**config.mk**
```make
export PLATFORM = sky130hd
export DESIGN_NAME = rtcfo_top
export DESIGN_NICKNAME = d
export VERILOG_FILES = /design/src/verilog/rtcfo_pkg.sv /design/src/verilog/rtcfo_top.sv
export VERILOG_INCLUDE_DIRS = /design/src /design/src/verilog
export SDC_FILE = /design/constraint.sdc
export NUM_CORES = 1
export LEC_CHECK = 0
export BUFFER_PORTS_ARGS = -buffer_cell sky130_fd_sc_hd__clkbuf_2
export CAP_MARGIN = 30
export CELL_PAD_IN_SITES_DETAIL_PLACEMENT = 0
export CELL_PAD_IN_SITES_GLOBAL_PLACEMENT = 1
export CORE_ASPECT_RATIO = 1.5
export CORE_MARGIN = 10
export CORE_UTILIZATION = 30
export CTS_CLUSTER_SIZE = 12
export DETAILED_ROUTE_END_ITERATION = 10
export PLACE_DENSITY_LB_ADDON = 0.25
export SLEW_MARGIN = 0
export SYNTH_ARGS = -nofsm -noshare
export SYNTH_HDL_FRONTEND = slang
export SYNTH_SLANG_ARGS = --single-unit
```
**constraint.sdc**
```tcl
create_clock -name mclk -period 6.05 [get_ports mclk]
set_input_delay 1.21 -clock mclk [delete_from_list [all_inputs] [get_ports mclk]]
set_output_delay 1.21 -clock mclk [all_outputs]
set_load 0.005 [all_outputs]
```
**src/verilog/rtcfo_regs.svh**
```systemverilog
`ifndef RTCFO_REGS_SVH
`define RTCFO_REGS_SVH

// Register offsets, bank 2
`define RTCFO_A_OFS_LO      4'h0
`define RTCFO_A_OFS_HI      4'h1
`define RTCFO_A_PRESET_LO   4'h4
`define RTCFO_A_PRESET_HI   4'h5
`define RTCFO_A_COUNT_LO    4'h6
`define RTCFO_A_COUNT_HI    4'h7
`define RTCFO_A_TSET        4'h8
// Register offsets, bank 1
`define RTCFO_A_CS_CTRL     4'hB
`define RTCFO_A_OUT_RATIO   4'hC
`define RTCFO_A_OUT_SET     4'hD
// Register offsets, all banks
`define RTCFO_A_FLAG_CTRL   4'hE
`define RTCFO_A_COMMON      4'hF

// Field positions
`define RTCFO_F_RUN         3
`define RTCFO_F_REPEAT      2
`define RTCFO_F_TFLAG       1
`define RTCFO_F_TIRQ_EN     0
`define RTCFO_F_AFLAG       1
`define RTCFO_F_AIRQ_EN     0
`define RTCFO_F_OUT_EN      3
`define RTCFO_F_OFS_EN      3
`define RTCFO_F_CS_IGNORE   2

// Reset values
`define RTCFO_RST_NIB       4'h0
`define RTCFO_RST_BYTE      8'h00
`define RTCFO_RST_PINS      13'h1FFF

// Prescaler bit whose carry gives each rate
`define RTCFO_P_4096        2
`define RTCFO_P_1024        4
`define RTCFO_P_64          8
`define RTCFO_P_32          9
`define RTCFO_P_1HZ         14

// Timing
`define RTCFO_MCLK_HZ       20000000
`define RTCFO_MCLK_NS       50
`define RTCFO_OSC_HALF_HZ   65536
`define RTCFO_RTN_SHORT_NS  122000
`define RTCFO_RTN_SHORT_CYC (`RTCFO_RTN_SHORT_NS / `RTCFO_MCLK_NS)
`define RTCFO_RTN_LONG_NS   7810000
`define RTCFO_OFS_SECONDS   10

`endif

```
**src/verilog/rtcfo_pkg.sv**
```systemverilog
package rtcfo_pkg;

  typedef logic [3:0] rtcfo_nib_t;
  typedef logic [7:0] rtcfo_byte_t;

  typedef enum logic [2:0] {
    RTCFO_BANK0 = 3'h1,
    RTCFO_BANK1 = 3'h2,
    RTCFO_BANK2 = 3'h4
  } rtcfo_bank_t;

endpackage : rtcfo_pkg

```
**src/verilog/rtcfo_top.sv**
```systemverilog
// Contract
// - Select pin high and output enabled: clock pin gives source over ratio.
// - Select pin high and output disabled: clock pin floats.
// - Select pin low: clock pin gives fixed 32.768 kHz, settings ignored.
// - Source field: 32768, 1024, 32 or 1 Hz into the output divider.
// - Ratio field divides by 1,2,3,6,5,10,15,30 with listed high fractions.
// - Timer is 8-bit down-counter on 4096 Hz, 64 Hz, seconds or minutes.
// - Writing either preset nibble loads the counter; preset is kept.
// - Reaching zero sets timer flag; writing zero clears, one does nothing.
// - Timer event drives interrupt low only with timer interrupt enabled.
// - Level mode holds interrupt low until the timer flag is cleared.
// - Repeat mode releases interrupt after 0.122 ms or 7.81 ms.
// - Level mode at zero clears run bit and stops with count zero.
// - Repeat mode at zero reloads the preset and counts again.
// - Count nibble registers read the live counter and ignore writes.
// - Run starts at write strobe rising edge; clearing run holds count.
// - A zero preset with run set never produces a timer interrupt.
// - Alarm and timer share one low pin, each gated by its own enable.
// - First period may be short by one source cycle; source is free.
// - Offset enabled: one second's count altered once every ten seconds.
// - Offset code 7-bit two's complement, 3.05 ppm steps.
// - Offset runs with chip select high unless the ignore bit is one.
// - Bank bits 00,01,10,11 map to banks 0,1,2,1.
`include "rtcfo_regs.svh"

module rtcfo_top #(
  parameter int unsigned RTN_LONG_CYC = `RTCFO_RTN_LONG_NS / `RTCFO_MCLK_NS
) (
  // Clock and reset
  input  wire logic               mclk,
  input  wire logic               rst,
  // Parallel bus pins
  input  wire logic               cs0_n,
  input  wire logic               chip_select_high_pin,
  input  wire logic               rd_n,
  input  wire logic               wr_n,
  input  wire rtcfo_pkg::rtcfo_nib_t addr,
  input  wire rtcfo_pkg::rtcfo_nib_t data_in,
  output rtcfo_pkg::rtcfo_nib_t   data_out,
  output logic                    data_oe,
  // Clock output pin
  input  wire logic               freq_select_pin,
  output logic                    fout,
  output logic                    fout_oe,
  // Interrupt pin, open drain
  output logic                    irq_out,
  output logic                    irq_oe,
  // Timekeeper events
  input  wire logic               alarm_event,
  input  wire logic               seconds_update,
  input  wire logic               minutes_update,
  output logic                    sec_tick
);
  import rtcfo_pkg::*;

  function automatic logic rtcfo_fall(input logic [14:0] a,
                                      input logic [14:0] b,
                                      input int          i);
    return a[i] & ~b[i];
  endfunction : rtcfo_fall

  function automatic logic [4:0] rtcfo_ratio(input logic [2:0] c);
    case (c)
      3'h0:    return 5'h01;
      3'h1:    return 5'h02;
      3'h2:    return 5'h03;
      3'h3:    return 5'h06;
      3'h4:    return 5'h05;
      3'h5:    return 5'h0A;
      3'h6:    return 5'h0F;
      default: return 5'h1E;
    endcase
  endfunction : rtcfo_ratio

  function automatic logic [4:0] rtcfo_high(input logic [2:0] c);
    case (c)
      3'h1:    return 5'h01;
      3'h2:    return 5'h01;
      3'h3:    return 5'h03;
      3'h4:    return 5'h01;
      3'h5:    return 5'h05;
      3'h6:    return 5'h05;
      3'h7:    return 5'h0F;
      default: return 5'h00;
    endcase
  endfunction : rtcfo_high

  function automatic rtcfo_bank_t rtcfo_bank(input logic [1:0] s);
    case (s)
      2'h0:    return RTCFO_BANK0;
      2'h2:    return RTCFO_BANK2;
      default: return RTCFO_BANK1;
    endcase
  endfunction : rtcfo_bank

  // Pin synchronisers
  logic [12:0] pin_s1;
  logic [12:0] pin_s2;
  logic        wr_prev;

  always_ff @(posedge mclk or posedge rst)
  begin
    if (rst)
    begin
      pin_s1  <= `RTCFO_RST_PINS;
      pin_s2  <= `RTCFO_RST_PINS;
      wr_prev <= 1'b1;
    end
    else
    begin
      pin_s1  <= {cs0_n, chip_select_high_pin, rd_n, wr_n,
                  freq_select_pin, addr, data_in};
      pin_s2  <= pin_s1;
      wr_prev <= pin_s2[9];
    end
  end

  wire        cs0_s  = pin_s2[12];
  wire        csh_s  = pin_s2[11];
  wire        rd_s   = pin_s2[10];
  wire        wr_s   = pin_s2[9];
  wire        fsel_s = pin_s2[8];
  wire [3:0]  addr_s = pin_s2[7:4];
  wire [3:0]  dat_s  = pin_s2[3:0];
  wire        sel    = ~cs0_s & csh_s;
  wire        wr_stb = sel & wr_s & ~wr_prev;

  // Registers
  rtcfo_nib_t  rate_offset_low;
  rtcfo_nib_t  rate_offset_high;
  rtcfo_nib_t  timer_preset_low;
  rtcfo_nib_t  timer_preset_high;
  rtcfo_byte_t timer_count;
  rtcfo_nib_t  timer_settings;
  logic [2:0]  out_divider_select;
  logic        clock_out_enable;
  logic [1:0]  out_source_select;
  logic [1:0]  cs_ctrl;
  logic        timer_flag;
  logic        timer_irq_enable;
  logic        alarm_flag;
  logic        alarm_irq_enable;
  logic [1:0]  common_bits;
  logic [1:0]  bank_select;

  // Bank and address decode
  rtcfo_bank_t bank;
  assign bank = rtcfo_bank(bank_select);
  wire b1 = (bank == RTCFO_BANK1);
  wire b2 = (bank == RTCFO_BANK2);

  wire h_ofs_lo = b2 & (addr_s == `RTCFO_A_OFS_LO);
  wire h_ofs_hi = b2 & (addr_s == `RTCFO_A_OFS_HI);
  wire h_pre_lo = b2 & (addr_s == `RTCFO_A_PRESET_LO);
  wire h_pre_hi = b2 & (addr_s == `RTCFO_A_PRESET_HI);
  wire h_cnt_lo = b2 & (addr_s == `RTCFO_A_COUNT_LO);
  wire h_cnt_hi = b2 & (addr_s == `RTCFO_A_COUNT_HI);
  wire h_tset   = b2 & (addr_s == `RTCFO_A_TSET);
  wire h_tctl   = b2 & (addr_s == `RTCFO_A_FLAG_CTRL);
  wire h_csc    = b1 & (addr_s == `RTCFO_A_CS_CTRL);
  wire h_ratio  = b1 & (addr_s == `RTCFO_A_OUT_RATIO);
  wire h_oset   = b1 & (addr_s == `RTCFO_A_OUT_SET);
  wire h_actl   = b1 & (addr_s == `RTCFO_A_FLAG_CTRL);
  wire h_ctle   = (addr_s == `RTCFO_A_FLAG_CTRL);
  wire h_comm   = (addr_s == `RTCFO_A_COMMON);

  wire [3:0] rd_data =
      ({4{h_ofs_lo}} & rate_offset_low)
    | ({4{h_ofs_hi}} & rate_offset_high)
    | ({4{h_pre_lo}} & timer_preset_low)
    | ({4{h_pre_hi}} & timer_preset_high)
    | ({4{h_cnt_lo}} & timer_count[3:0])
    | ({4{h_cnt_hi}} & timer_count[7:4])
    | ({4{h_tset}}   & timer_settings)
    | ({4{h_tctl}}   & {2'h0, timer_flag, timer_irq_enable})
    | ({4{h_csc}}    & {cs_ctrl, 2'h0})
    | ({4{h_ratio}}  & {1'b0, out_divider_select})
    | ({4{h_oset}}   & {clock_out_enable, 1'b0, out_source_select})
    | ({4{h_actl}}   & {2'h0, alarm_flag, alarm_irq_enable})
    | ({4{h_ctle}}   & {common_bits, 2'h0})
    | ({4{h_comm}}   & {bank_select, 2'h0});

  // Bus read drive
  always_ff @(posedge mclk or posedge rst)
  begin
    if (rst)
    begin
      data_out <= `RTCFO_RST_NIB;
      data_oe  <= 1'b0;
    end
    else
    begin
      data_out <= rd_data;
      data_oe  <= sel & ~rd_s;
    end
  end

  // Oscillator emulation and prescaler
  logic [24:0] nco_acc;
  logic        osc_sq;
  logic [14:0] presc;
  logic [6:0]  corr_cnt;
  logic        corr_skip;
  logic [3:0]  ten_cnt;

  wire [24:0] nco_sum   = nco_acc + 25'(`RTCFO_OSC_HALF_HZ);
  wire        half_tick = (nco_sum >= 25'(`RTCFO_MCLK_HZ));
  wire        tick32k   = half_tick & ~osc_sq;
  wire [1:0]  step      = (corr_cnt == 7'h00) ? 2'h1 :
                          (corr_skip ? 2'h0 : 2'h2);
  wire [14:0] presc_nx  = presc + {13'h0000, step};

  wire t4096 = tick32k & rtcfo_fall(presc, presc_nx, `RTCFO_P_4096);
  wire t64   = tick32k & rtcfo_fall(presc, presc_nx, `RTCFO_P_64);
  wire t1hz  = tick32k & rtcfo_fall(presc, presc_nx, `RTCFO_P_1HZ);

  // Rate offset
  wire [6:0] ofs_code   = {rate_offset_high[2:0], rate_offset_low};
  wire       ofs_sign   = rate_offset_high[2];
  wire [6:0] ofs_mag    = ofs_sign ? (7'h00 - ofs_code) : ofs_code;
  wire       ofs_active = rate_offset_high[`RTCFO_F_OFS_EN]
                        & (cs_ctrl[0] | csh_s);
  wire       ten_wrap   = t1hz & (ten_cnt == 4'(`RTCFO_OFS_SECONDS - 1));

  always_ff @(posedge mclk or posedge rst)
  begin
    if (rst)
    begin
      nco_acc   <= 25'h000_0000;
      osc_sq    <= 1'b0;
      presc     <= 15'h0000;
      ten_cnt   <= `RTCFO_RST_NIB;
      corr_cnt  <= 7'h00;
      corr_skip <= 1'b0;
      sec_tick  <= 1'b0;
    end
    else
    begin
      nco_acc  <= half_tick ? nco_sum - 25'(`RTCFO_MCLK_HZ) : nco_sum;
      osc_sq   <= osc_sq ^ half_tick;
      sec_tick <= t1hz;
      if (tick32k)
      begin
        presc <= presc_nx;
      end
      if (t1hz)
      begin
        ten_cnt <= ten_wrap ? 4'h0 : ten_cnt + 4'h1;
      end
      if (ten_wrap & ofs_active)
      begin
        corr_cnt  <= ofs_mag;
        corr_skip <= ~ofs_sign;
      end
      else if (tick32k & (corr_cnt != 7'h00))
      begin
        corr_cnt <= corr_cnt - 7'h01;
      end
    end
  end

  // Timer
  wire        t_repeat = timer_settings[`RTCFO_F_REPEAT];
  wire [1:0]  t_src    = timer_settings[1:0];
  wire        src_tick = (t_src == 2'h0) ? t4096 :
                         (t_src == 2'h1) ? t64 :
                         (t_src == 2'h2) ? seconds_update :
                                           minutes_update;
  wire        tim_tick = timer_settings[`RTCFO_F_RUN] & src_tick;
  wire        zero_hit = tim_tick & (timer_count == 8'h01);
  wire [7:0]  preset   = {timer_preset_high, timer_preset_low};
  wire        w_pre_lo = wr_stb & h_pre_lo;
  wire        w_pre_hi = wr_stb & h_pre_hi;
  wire        w_tset   = wr_stb & h_tset;
  wire        w_tctl   = wr_stb & h_tctl;
  wire        w_actl   = wr_stb & h_actl;

  always_ff @(posedge mclk or posedge rst)
  begin
    if (rst)
    begin
      timer_preset_low  <= `RTCFO_RST_NIB;
      timer_preset_high <= `RTCFO_RST_NIB;
      timer_count       <= `RTCFO_RST_BYTE;
      timer_settings    <= `RTCFO_RST_NIB;
    end
    else
    begin
      if (w_pre_lo)
      begin
        timer_preset_low <= dat_s;
        timer_count      <= {timer_preset_high, dat_s};
      end
      else if (w_pre_hi)
      begin
        timer_preset_high <= dat_s;
        timer_count       <= {dat_s, timer_preset_low};
      end
      else if (zero_hit)
      begin
        timer_count <= t_repeat ? preset : 8'h00;
      end
      else if (tim_tick & (timer_count != 8'h00))
      begin
        timer_count <= timer_count - 8'h01;
      end
      if (w_tset)
      begin
        timer_settings <= dat_s;
      end
      else if (zero_hit & ~t_repeat)
      begin
        timer_settings[`RTCFO_F_RUN] <= 1'b0;
      end
    end
  end

  // Flags and control bits
  always_ff @(posedge mclk or posedge rst)
  begin
    if (rst)
    begin
      timer_flag       <= 1'b0;
      timer_irq_enable <= 1'b0;
      alarm_flag       <= 1'b0;
      alarm_irq_enable <= 1'b0;
      rate_offset_low  <= `RTCFO_RST_NIB;
      rate_offset_high <= `RTCFO_RST_NIB;
      cs_ctrl          <= 2'h0;
      common_bits      <= 2'h0;
      bank_select      <= 2'h0;
    end
    else
    begin
      if (zero_hit)
      begin
        timer_flag <= 1'b1;
      end
      else if (w_tctl & ~dat_s[`RTCFO_F_TFLAG])
      begin
        timer_flag <= 1'b0;
      end
      if (alarm_event)
      begin
        alarm_flag <= 1'b1;
      end
      else if (w_actl & ~dat_s[`RTCFO_F_AFLAG])
      begin
        alarm_flag <= 1'b0;
      end
      if (w_tctl)
      begin
        timer_irq_enable <= dat_s[`RTCFO_F_TIRQ_EN];
      end
      if (w_actl)
      begin
        alarm_irq_enable <= dat_s[`RTCFO_F_AIRQ_EN];
      end
      if (wr_stb & h_ofs_lo)
      begin
        rate_offset_low <= dat_s;
      end
      if (wr_stb & h_ofs_hi)
      begin
        rate_offset_high <= dat_s;
      end
      if (wr_stb & h_csc)
      begin
        cs_ctrl <= dat_s[3:2];
      end
      if (wr_stb & h_ctle)
      begin
        common_bits <= dat_s[3:2];
      end
      if (wr_stb & h_comm)
      begin
        bank_select <= dat_s[3:2];
      end
    end
  end

  // Interrupt pin
  logic [17:0] rtn_cnt;
  wire  [17:0] rtn_load = (t_src == 2'h0) ? 18'(`RTCFO_RTN_SHORT_CYC)
                                          : 18'(RTN_LONG_CYC);
  wire irq_timer_lvl = timer_flag & timer_irq_enable & ~t_repeat;
  wire irq_alarm     = alarm_flag & alarm_irq_enable;
  wire next_irq_low  = irq_alarm | irq_timer_lvl
                     | (rtn_cnt != 18'h0_0000);

  always_ff @(posedge mclk or posedge rst)
  begin
    if (rst)
    begin
      rtn_cnt <= 18'h0_0000;
      irq_out <= 1'b0;
      irq_oe  <= 1'b0;
    end
    else
    begin
      irq_out <= 1'b0;
      irq_oe  <= next_irq_low;
      if (zero_hit & t_repeat & timer_irq_enable)
      begin
        rtn_cnt <= rtn_load;
      end
      else if (rtn_cnt != 18'h0_0000)
      begin
        rtn_cnt <= rtn_cnt - 18'h0_0001;
      end
    end
  end

  // Clock output divider
  logic       src_prev;
  logic [4:0] div_cnt;
  wire        src_sq  = (out_source_select == 2'h0) ? osc_sq :
                        (out_source_select == 2'h1) ? presc[`RTCFO_P_1024] :
                        (out_source_select == 2'h2) ? presc[`RTCFO_P_32] :
                                                      presc[`RTCFO_P_1HZ];
  wire        src_up  = src_sq & ~src_prev;
  wire [4:0]  ratio   = rtcfo_ratio(out_divider_select);
  wire        div_out = (ratio == 5'h01) ? src_sq
                      : (div_cnt < rtcfo_high(out_divider_select));

  always_ff @(posedge mclk or posedge rst)
  begin
    if (rst)
    begin
      out_divider_select <= 3'h0;
      clock_out_enable   <= 1'b0;
      out_source_select  <= 2'h0;
      src_prev           <= 1'b0;
      div_cnt            <= 5'h00;
      fout               <= 1'b0;
      fout_oe            <= 1'b0;
    end
    else
    begin
      if (wr_stb & h_ratio)
      begin
        out_divider_select <= dat_s[2:0];
      end
      if (wr_stb & h_oset)
      begin
        clock_out_enable  <= dat_s[`RTCFO_F_OUT_EN];
        out_source_select <= dat_s[1:0];
      end
      src_prev <= src_sq;
      if (src_up)
      begin
        div_cnt <= (div_cnt >= ratio - 5'h01) ? 5'h00 : div_cnt + 5'h01;
      end
      fout    <= fsel_s ? (clock_out_enable & div_out) : osc_sq;
      fout_oe <= ~fsel_s | clock_out_enable;
    end
  end

endmodule : rtcfo_top

```
# Word level (Yosys, flattened, before mapping)
# Index checks and enable logic that the tools add are counted.
[totals]
regBits = 157
output_inout_bits = 10
word_cells = 224
[classes]
add_sub_neg = 10
order_cmp = 3
n_eq_ne = 28
muxes = 33
bitwise_logic = 97
reduce_logical = 18
[op_table]
columns = ["cell", "count"]
rows = [
  ["$mux W18", 3],
  ["$and A1 B1 Y1", 52],
  ["$or A4 B4 Y4", 13],
  ["$and A4 B4 Y4", 11],
  ["$mux W8", 5],
  ["$pmux W5 S7", 1],
  ["$eq A4 B4 Y1 const B", 7],
  ["$add A25 B17 Y25 const B", 1],
  ["$ge A25 B25 Y1 const B", 1],
  ["$mux W25", 1],
  ["$sub A25 B25 Y25 const B", 1],
  ["$mux W7", 3],
  ["$reduce_bool A18 Y1", 1],
  ["$sub A18 B1 Y18 const B", 1],
  ["$eq A4 B3 Y1 const B", 4],
  ["$pmux W4 S4", 1],
  ["$add A15 B2 Y15", 1],
  ["$eq A3 B3 Y1 const B", 5],
  ["$mux W1", 14],
  ["$not A1 Y1", 13],
  ["$reduce_bool A2 Y1", 5],
  ["$eq A3 B2 Y1 const B", 3],
  ["$and A4 B2 Y4", 2],
  ["$eq A8 B1 Y1 const B", 1],
  ["30 further kinds", 39],
]

# Logic depth before layout (Yosys ltp)
# Gate-level depths: netlist of the first run.
[depth]
depth_word = 18
depth_mapped = 18
depth_no_buf = 17

# Least setup slack after synthesis of the first run
# OpenSTA, ideal clock, no wires.
[synth_timing]
path_kind = "reg-to-reg"
start = "register nco_acc[16]"
end = "register corr_cnt[2]"
setup_time_ns = 0.129
arrival_time_ns = 3.369
setup_slack_ns = 2.552
stages_incl_launch_ff = 19
path_buffers = 5
period_less_slack_ns = 3.498
path_cell_list = "dfrtp_1 buf_4 inv_1 ha_1 and3b_1 a31oi_1 o32ai_1 a21o_1 buf_6 buf_6 inv_1 ha_1 nand2_1 or3_1 clkbuf_1 a21bo_2 buf_2 o21ai_0 o21ai_0"
[synth_via]
elab_chain_len = 7
elab_cells_between_ends = 9
[synth_rtl]
columns = ["item", "line_no", "rtl"]
rows = [
  ["from (decl)", "rtcfo_top.sv:199", "logic [24:0] nco_acc;"],
  ["from (signal assigned)", "rtcfo_top.sv:239", "nco_acc <= half_tick ? nco_sum - 25'(`RTCFO_MCLK_HZ) : nco_sum;"],
  ["$add A25 B17 Y25 (*)", "rtcfo_top.sv:206", "wire [24:0] nco_sum = nco_acc + 25'(`RTCFO_OSC_HALF_HZ);"],
  ["$ge A25 B25 Y1 (*)", "rtcfo_top.sv:207", "wire half_tick = (nco_sum >= 25'(`RTCFO_MCLK_HZ));"],
  ["$and A1 B1 Y1 (*)", "rtcfo_top.sv:208", "wire tick32k = half_tick & ~osc_sq;"],
  ["$and A1 B1 Y1", "rtcfo_top.sv:215", "wire t1hz = tick32k & rtcfo_fall(presc, presc_nx, `RTCFO_P_1HZ);"],
  ["$and A1 B1 Y1", "rtcfo_top.sv:223", "wire ten_wrap = t1hz & (ten_cnt == 4'(`RTCFO_OFS_SECONDS - 1));"],
  ["$and A1 B1 Y1", "rtcfo_top.sv:250", "if (ten_wrap & ofs_active)"],
  ["$mux W7 / $reduce_bool A2 Y1 (equally long branches)", "-", ""],
  ["to (signal assigned)", "rtcfo_top.sv:252", "corr_cnt <= ofs_mag;"],
  ["to (signal assigned)", "rtcfo_top.sv:257", "corr_cnt <= corr_cnt - 7'h01;"],
  ["to (decl)", "rtcfo_top.sv:202", "logic [6:0] corr_cnt;"],
]
# Every way passes the cells marked *; elsewhere a longest branch is shown, timed or not.
# A chain may end at the register's enable or synchronous reset.

# Worst setup path in the final report of the first run
[layout_timing]
start = "register nco_acc[16]"
end = "register rtn_cnt[11]"
[layout_via]
elab_chain_len = 11
elab_cells_between_ends = 13
[layout_rtl]
columns = ["item", "line_no", "rtl"]
rows = [
  ["$add A25 B17 Y25 (*)", "rtcfo_top.sv:206", ""],
  ["$ge A25 B25 Y1 (*)", "rtcfo_top.sv:207", ""],
  ["$and A1 B1 Y1 (*)", "rtcfo_top.sv:208", ""],
  ["$and A1 B1 Y1", "rtcfo_top.sv:214", "wire t64 = tick32k & rtcfo_fall(presc, presc_nx, `RTCFO_P_64);"],
  ["$mux W1", "rtcfo_top.sv:266", "(t_src == 2'h1) ? t64 :"],
  ["$mux W1 (*)", "rtcfo_top.sv:265", "wire src_tick = (t_src == 2'h0) ? t4096 :"],
  ["$and A1 B1 Y1 (*)", "rtcfo_top.sv:269", "wire tim_tick = timer_settings[`RTCFO_F_RUN] & src_tick;"],
  ["$and A1 B1 Y1 (*)", "rtcfo_top.sv:270", "wire zero_hit = tim_tick & (timer_count == 8'h01);"],
  ["$and A1 B1 Y1 (*) (2 in series)", "rtcfo_top.sv:403", "if (zero_hit & t_repeat & timer_irq_enable)"],
  ["$mux W18 / $reduce_bool A2 Y1 (equally long branches)", "-", ""],
  ["to (signal assigned)", "rtcfo_top.sv:405", "rtn_cnt <= rtn_load;"],
  ["to (signal assigned)", "rtcfo_top.sv:409", "rtn_cnt <= rtn_cnt - 18'h0_0001;"],
  ["to (decl)", "rtcfo_top.sv:383", "logic [17:0] rtn_cnt;"],
]
# Marks and branches as above.

==> out/qor.yml, run 1 <==
status: "completed"
cp-start-kind: "flop"
fin_crit_sh_pct: 73.1
diodes: 0
post-cts-setup-buffers: 0
yosys_register_bits: 149
synth-simple-area-share_pct: 17.7
drive_gt1_share_pct: 18.5
clk_pin_slew_ns: 0.07
synthAdderAreaFrac_pct: 4.83
cts_hold_buf: 0
synth_mux_area_share_pct: 6.13
dieArea_sq_um: 32500
powerDensity_nw_per_um2: 246
routed_via_density: 4.86
grt_pass1_wl_microns: 29500
syn_area_sq_um: 7670
synthCells: 742
finalClockSkew_ns: 0.0107
synth_xor_xnor_area_share_pct: 5.94
antenna_left: 0
final_common_cell: "dfrtp_1"
die_y_microns: 216
worst_slack_ns: 1.63
dp.cells: 1068
ys_warn_count: 0
detail_route.first_pass.iterations: 4
clock_sinks: 149
nNetsFinal: 806
synth_top_family_by_area: "simple AND/OR/NAND/NOR gates"
drc: 0
end_kind: "flop"
p_leak_nw: 3.78
final_max_slew_viol_count: 0
cts_buffers: 17
tightest_slew_ns: 0.854
min_period_ns: 4.42
synth_cell_types: 78
port_buffers: 26
start_util_pct: 30.5
clk_path_buf_depth: 2
core_area_sq_um: 25100
async_flop_share_pct: 100
pin_count: 28
vias: 5349
cp_max_fo: 18
synth-edff-count: 0
hold_viol: 0
layout-area-overhead-vs-synth_pct: 12.8
setup_viol: 0
seq_area_frac_synth_pct: 49.0
yosysTopAreaCell: "dfrtp_1"
grt_max_degree: 67
placementRows: 71
timing.slew.headroom_pct: 43.0
synth_ff_type: "dfrtp_1"
fin_cells: 1100
layout_common_cells: "122 x dfrtp_1, 82 x nand2_1, 61 x nor2_1"
routed_wl_microns: 17500
crit_arrival_ns: 4.74
topRoutingLayerUsed: "met4"
grt_pass1_vias: 5658
tns_ns: 0
grtUsageTotal_pct: 11.3
avgSynthCellArea_sq_um: 10.3
ctsResizeCount: 0
cap_violations: 0
yosysTopAreaCellShare_pct: 39.8
cts-root-buf: "clkbuf_16"
dr_wl_met2_microns: 9470
cts_tree: "done"
pre_cts_slack_ns: 1.57
synth_compound_area_share_pct: 12.8
crit_required_ns: 6.37
drt_iter0_markers: 207
grt_antenna_before_repair: 0
peakVddDrop_mv: 0.190
h-tree-depth: 4
dieWidth_microns: 151
syn_nets: 789
rsz0062_at_grt: "no"
hold_class: "reg2reg"
crit_type: "reg2reg"
met1Wirelength_microns: 7510
grt_overflow: 0
wl_met3_microns: 390
place_congestion: 0.823
hpwlAfterDp_microns: 12600
max_freq_ghz: 0.226
wl_per_cell_microns: 15.9
worstSkewPairLatency_ns: 0.43
synth_area_leaders: "dfrtp_1 40%, dfstp_2 9.2%, ha_1 4.6%"
==> final timing paths <==
path	startpoint	to	slack (ns)	depth (start not counted)
worst max-delay path	nco_acc[16]	rtn_cnt[11]	1.63	13
worst min-delay path	pin_s1[7]	pin_s2[7]	0.36	0
worst max register to register	nco_acc[16]	rtn_cnt[11]	1.63	13
worst min register to register	pin_s1[7]	pin_s2[7]	0.36	0
max in group asynchronous	rst	rtn_cnt[0]	4.10	3
min in group asynchronous	rst	nco_acc[21]	0.76	2
==> kinds of logic after synthesis <==
group | count (synthesis)
other | 1
adders and majority gates | 29
buffers and inverters | 61
AOI/OAI and AO/OA | 149
muxes | 38
DFF | 149
xor gates and xnor gates | 52
and+or+nand+nor | 263
==> final cells by class <==
cell class	count	area, sq um
multi-input combinational	532	3630
inverter	30	118
fill	2574	16500
sequential	149	3760
clock inverter	14	130
timing repair buffer	29	150
clock buffer	18	450
tap	328	410
==> through the flow <==
stage | power, W | hold WS, ns | area, sq um | util, %
4_1_cts | 0.00217 | 0.357 | 8650 | 34.4
3_3_place_gp | 0.00112 | 0.345 | 8070 | 32.1
3_5_place_dp | 0.00112 | 0.347 | 8070 | 32.1
6_report | 0.00213 | 0.356 | 8650 | 34.4
5_1_grt | 0.00223 | 0.359 | 8650 | 34.4
2_1_floorplan | 0.00109 | 0.345 | 7670 | -
==> per-layer routing <==
metal  global-route usage (%)  vias to the layer above
met2                     20.0                       59
li1                         -                     2647
met5                        0                        -
met3                     2.26                        8
met1                     13.1                     2635
met4                     4.19                        0
==> report_power, final <==
part | internal [W] | leakage (nW) | total, W | switching (W)
Sequential | 0.00102 | 1.89 | 0.00104 | 0.0000219
Clock | 0.000568 | 0.289 | 0.00104 | 0.000468
Combinational | 0.0000190 | 1.60 | 0.0000551 | 0.0000360
==> cell usage after synthesis (7+ instances only) <==
master and n:
a21o_1 10, a21oi_1 26, a22oi_1 7, buf_2 10, clkbuf_1 11, dfrtp_1 122, dfstp_2 27, ha_1 28
inv_1 30, mux2_2 22, mux2i_1 11, nand2_1 82, nand2b_1 13, nand3_1 18, nand4_1 7, nor2_1 61
nor3_1 23, o21ai_0 51, or3_1 7, xnor2_1 32, xor2_1 20
==> worst max-delay path, stage by stage, from the launching register on <==
cell and delay (ns):
dfrtp_1 0.54, inv_1 0.08, ha_1 0.40, and3b_1 0.20
a31oi_1 0.29, o32ai_1 0.14, a21o_1 0.43, inv_1 0.15
ha_1 0.51, nand3b_1 0.15, o22ai_2 0.36, and4_1 0.64
o21ai_2 0.25, o21a_1 0.16
==> registers in the layout (all words and copies together), names as in the netlist, 3 cells and up <==
signal / flops
pin_s1: 13
ten_cnt: 4
timer_preset_high: 4
div_cnt: 5
timer_preset_low: 4
timer_count: 8
rtn_cnt: 18
rate_offset_high: 4
nco_acc: 17
corr_cnt: 7
out_divider_select: 3
presc: 15
pin_s2: 13
timer_settings: 4
data_out: 4
rate_offset_low: 4
No activity file was read; power rests on OpenSTA's default activity.
==> inputs of run 2 (changes only) <==
- clock period: 6.05 -> 4 ns (I/O delays scaled with it)
==> out/qor.yml, run 2 (synthesis results as in run 1) <==
status: "completed"
drc: 0
drive_gt1_share_pct: 19.4
hpwlAfterDp_microns: 13000
layout_common_cells: "122 x dfrtp_1, 82 x nand2_1, 61 x nor2_1"
max_freq_ghz: 0.282
diodes: 0
p_leak_nw: 3.83
top_regs: "rtn_cnt x18, nco_acc x17, presc x15"
power_w: 0.00324
crit_type: "reg2reg"
tightest_slew_ns: 0.783
critical_path.max_stage_delay_ns: 0.45
peakVddDrop_mv: 0.295
slowest_stage: "dfrtp_1"
largest_reg_flops: 18
finalClockSkew_ns: 0.0113
largest-register: "rtn_cnt"
core_area_sq_um: 25100
setup_viol: 0
tns_ns: 0
final_max_slew_viol_count: 0
hold_viol: 0
cap_violations: 0
cp-start-kind: "flop"
min_period_ns: 3.55
worst_slack_ns: 0.448
fin_crit_sh_pct: 88.8
h-tree-depth: 4
wl_per_cell_microns: 16.2
routed_via_density: 4.87
final_common_cell: "dfrtp_1"
hold_class: "reg2reg"
cts_tree: "done"
detail_route.first_pass.iterations: 5
grt_max_degree: 73
clk_path_buf_depth: 2
fin_hold_ws_ns: 0.354
grt_overflow: 0
cts-root-buf: "clkbuf_16"
rsz0062_at_grt: "no"
powerDensity_nw_per_um2: 371
vias: 5390
routed_wl_microns: 17900
grtUsageTotal_pct: 11.6
post-cts-setup-buffers: 0
path_cells: "inv_1 > ha_1 > and3b_1 > a31oi_1 > o32ai_1 > a21o_1 > inv_1 > ha_1 > nand3b_1 > o22ai_2 > a21boi_2 > nand2_1 > o311ai_0 > o21ai_0"
grt_pass1_vias: 5534
pin_count: 28
crit_arrival_ns: 3.85
antenna_left: 0
cp_max_fo: 9
worstSkewPairLatency_ns: 0.43
place_congestion: 0.817
end_kind: "flop"
placementRows: 71
clk_pin_slew_ns: 0.07
timing.slew.headroom_pct: 47.7
nNetsFinal: 813
start_util_pct: 30.5
layout-area-overhead-vs-synth_pct: 14.0
die_y_microns: 216
dieArea_sq_um: 32500
cts_buffers: 17
pre_cts_slack_ns: 0.328
clock_sinks: 149
grt_pass1_wl_microns: 29900
port_buffers: 26
dieWidth_microns: 151
grt_antenna_before_repair: 0
drt_iter0_markers: 330
crit_required_ns: 4.30
[run 2: changes by cell type in the layout (fill, tap and decap cells not counted)]
cell        previous run  this run
nor4b_1                2         1
clkinvlp_4             0         1
nor4b_2                0         1
buf_2                  1         0
inv_8                  2         3
inv_6                  7         5
buf_12                 0         2
buf_4                  2         8
[run 2: cell type report]
cell class	instances	area [sq um]
fill	2540	16400
sequential	149	3760
multi-input combinational	532	3640
clock buffer	18	450
tap	328	410
timing repair buffer	36	230
clock inverter	14	133
inverter	30	116
[run 2: worst max-delay path: cells and delay by family (launching register included)]
family,cells,cell delay (ns)
and+or+nand+nor,3,0.40
adders and majority gates,2,0.68
AOI/OAI and AO/OA,7,1.74
DFF,1,0.45
buffers and inverters,2,0.15
[run 2: final timing paths]
check                      slack, ns        endpoint        start  depth (start not counted)
hold / removal                  0.35       pin_s2[6]    pin_s1[6]                          0
hold reg to reg                 0.35       pin_s2[6]    pin_s1[6]                          0
min in group asynchronous       0.49     data_out[3]          rst                          2
setup / recovery                0.45  timer_count[7]  nco_acc[17]                         14
max in group asynchronous       2.65       pin_s2[0]          rst                          3
setup reg to reg                0.45  timer_count[7]  nco_acc[17]                         14
[run 2: what timing repair did]
item / 4_1_cts / 5_1_grt
gates resized for setup: 0 / 1
endpoints found under the hold margin: 0 / 0
setup endpoints to repair: 0 / 6
hold buffers: 0 / 0
[run 2: metal layers]
| layer | track usage (%) | vias up | wire length (microns) |
|---|---|---|---|
| met2 | 20.1 | 81 | 9380 |
| met4 | 4.65 | 0 | 420 |
| met5 | 0 | - | 0 |
| li1 | - | 2659 | - |
| met1 | 13.6 | 2620 | 7610 |
| met3 | 2.53 | 30 | 469 |
[run 2: stage by stage]
step           area, sq um  utilization, %  instances
6_report              8740            34.8       1107
5_1_grt               8740            34.8       1107
4_1_cts               8740            34.7       1107
3_5_place_dp          8150            32.4       1075
3_3_place_gp          8150            32.4       1075
2_1_floorplan         7670               -        742
[run 2: where the power goes]
group | internal (W) | switching [W] | leakage (nW) | total [W]
Clock | 0.000862 | 0.000721 | 0.291 | 0.00158
Combinational | 0.0000317 | 0.0000553 | 1.64 | 0.0000869
Sequential | 0.00154 | 0.0000340 | 1.89 | 0.00158
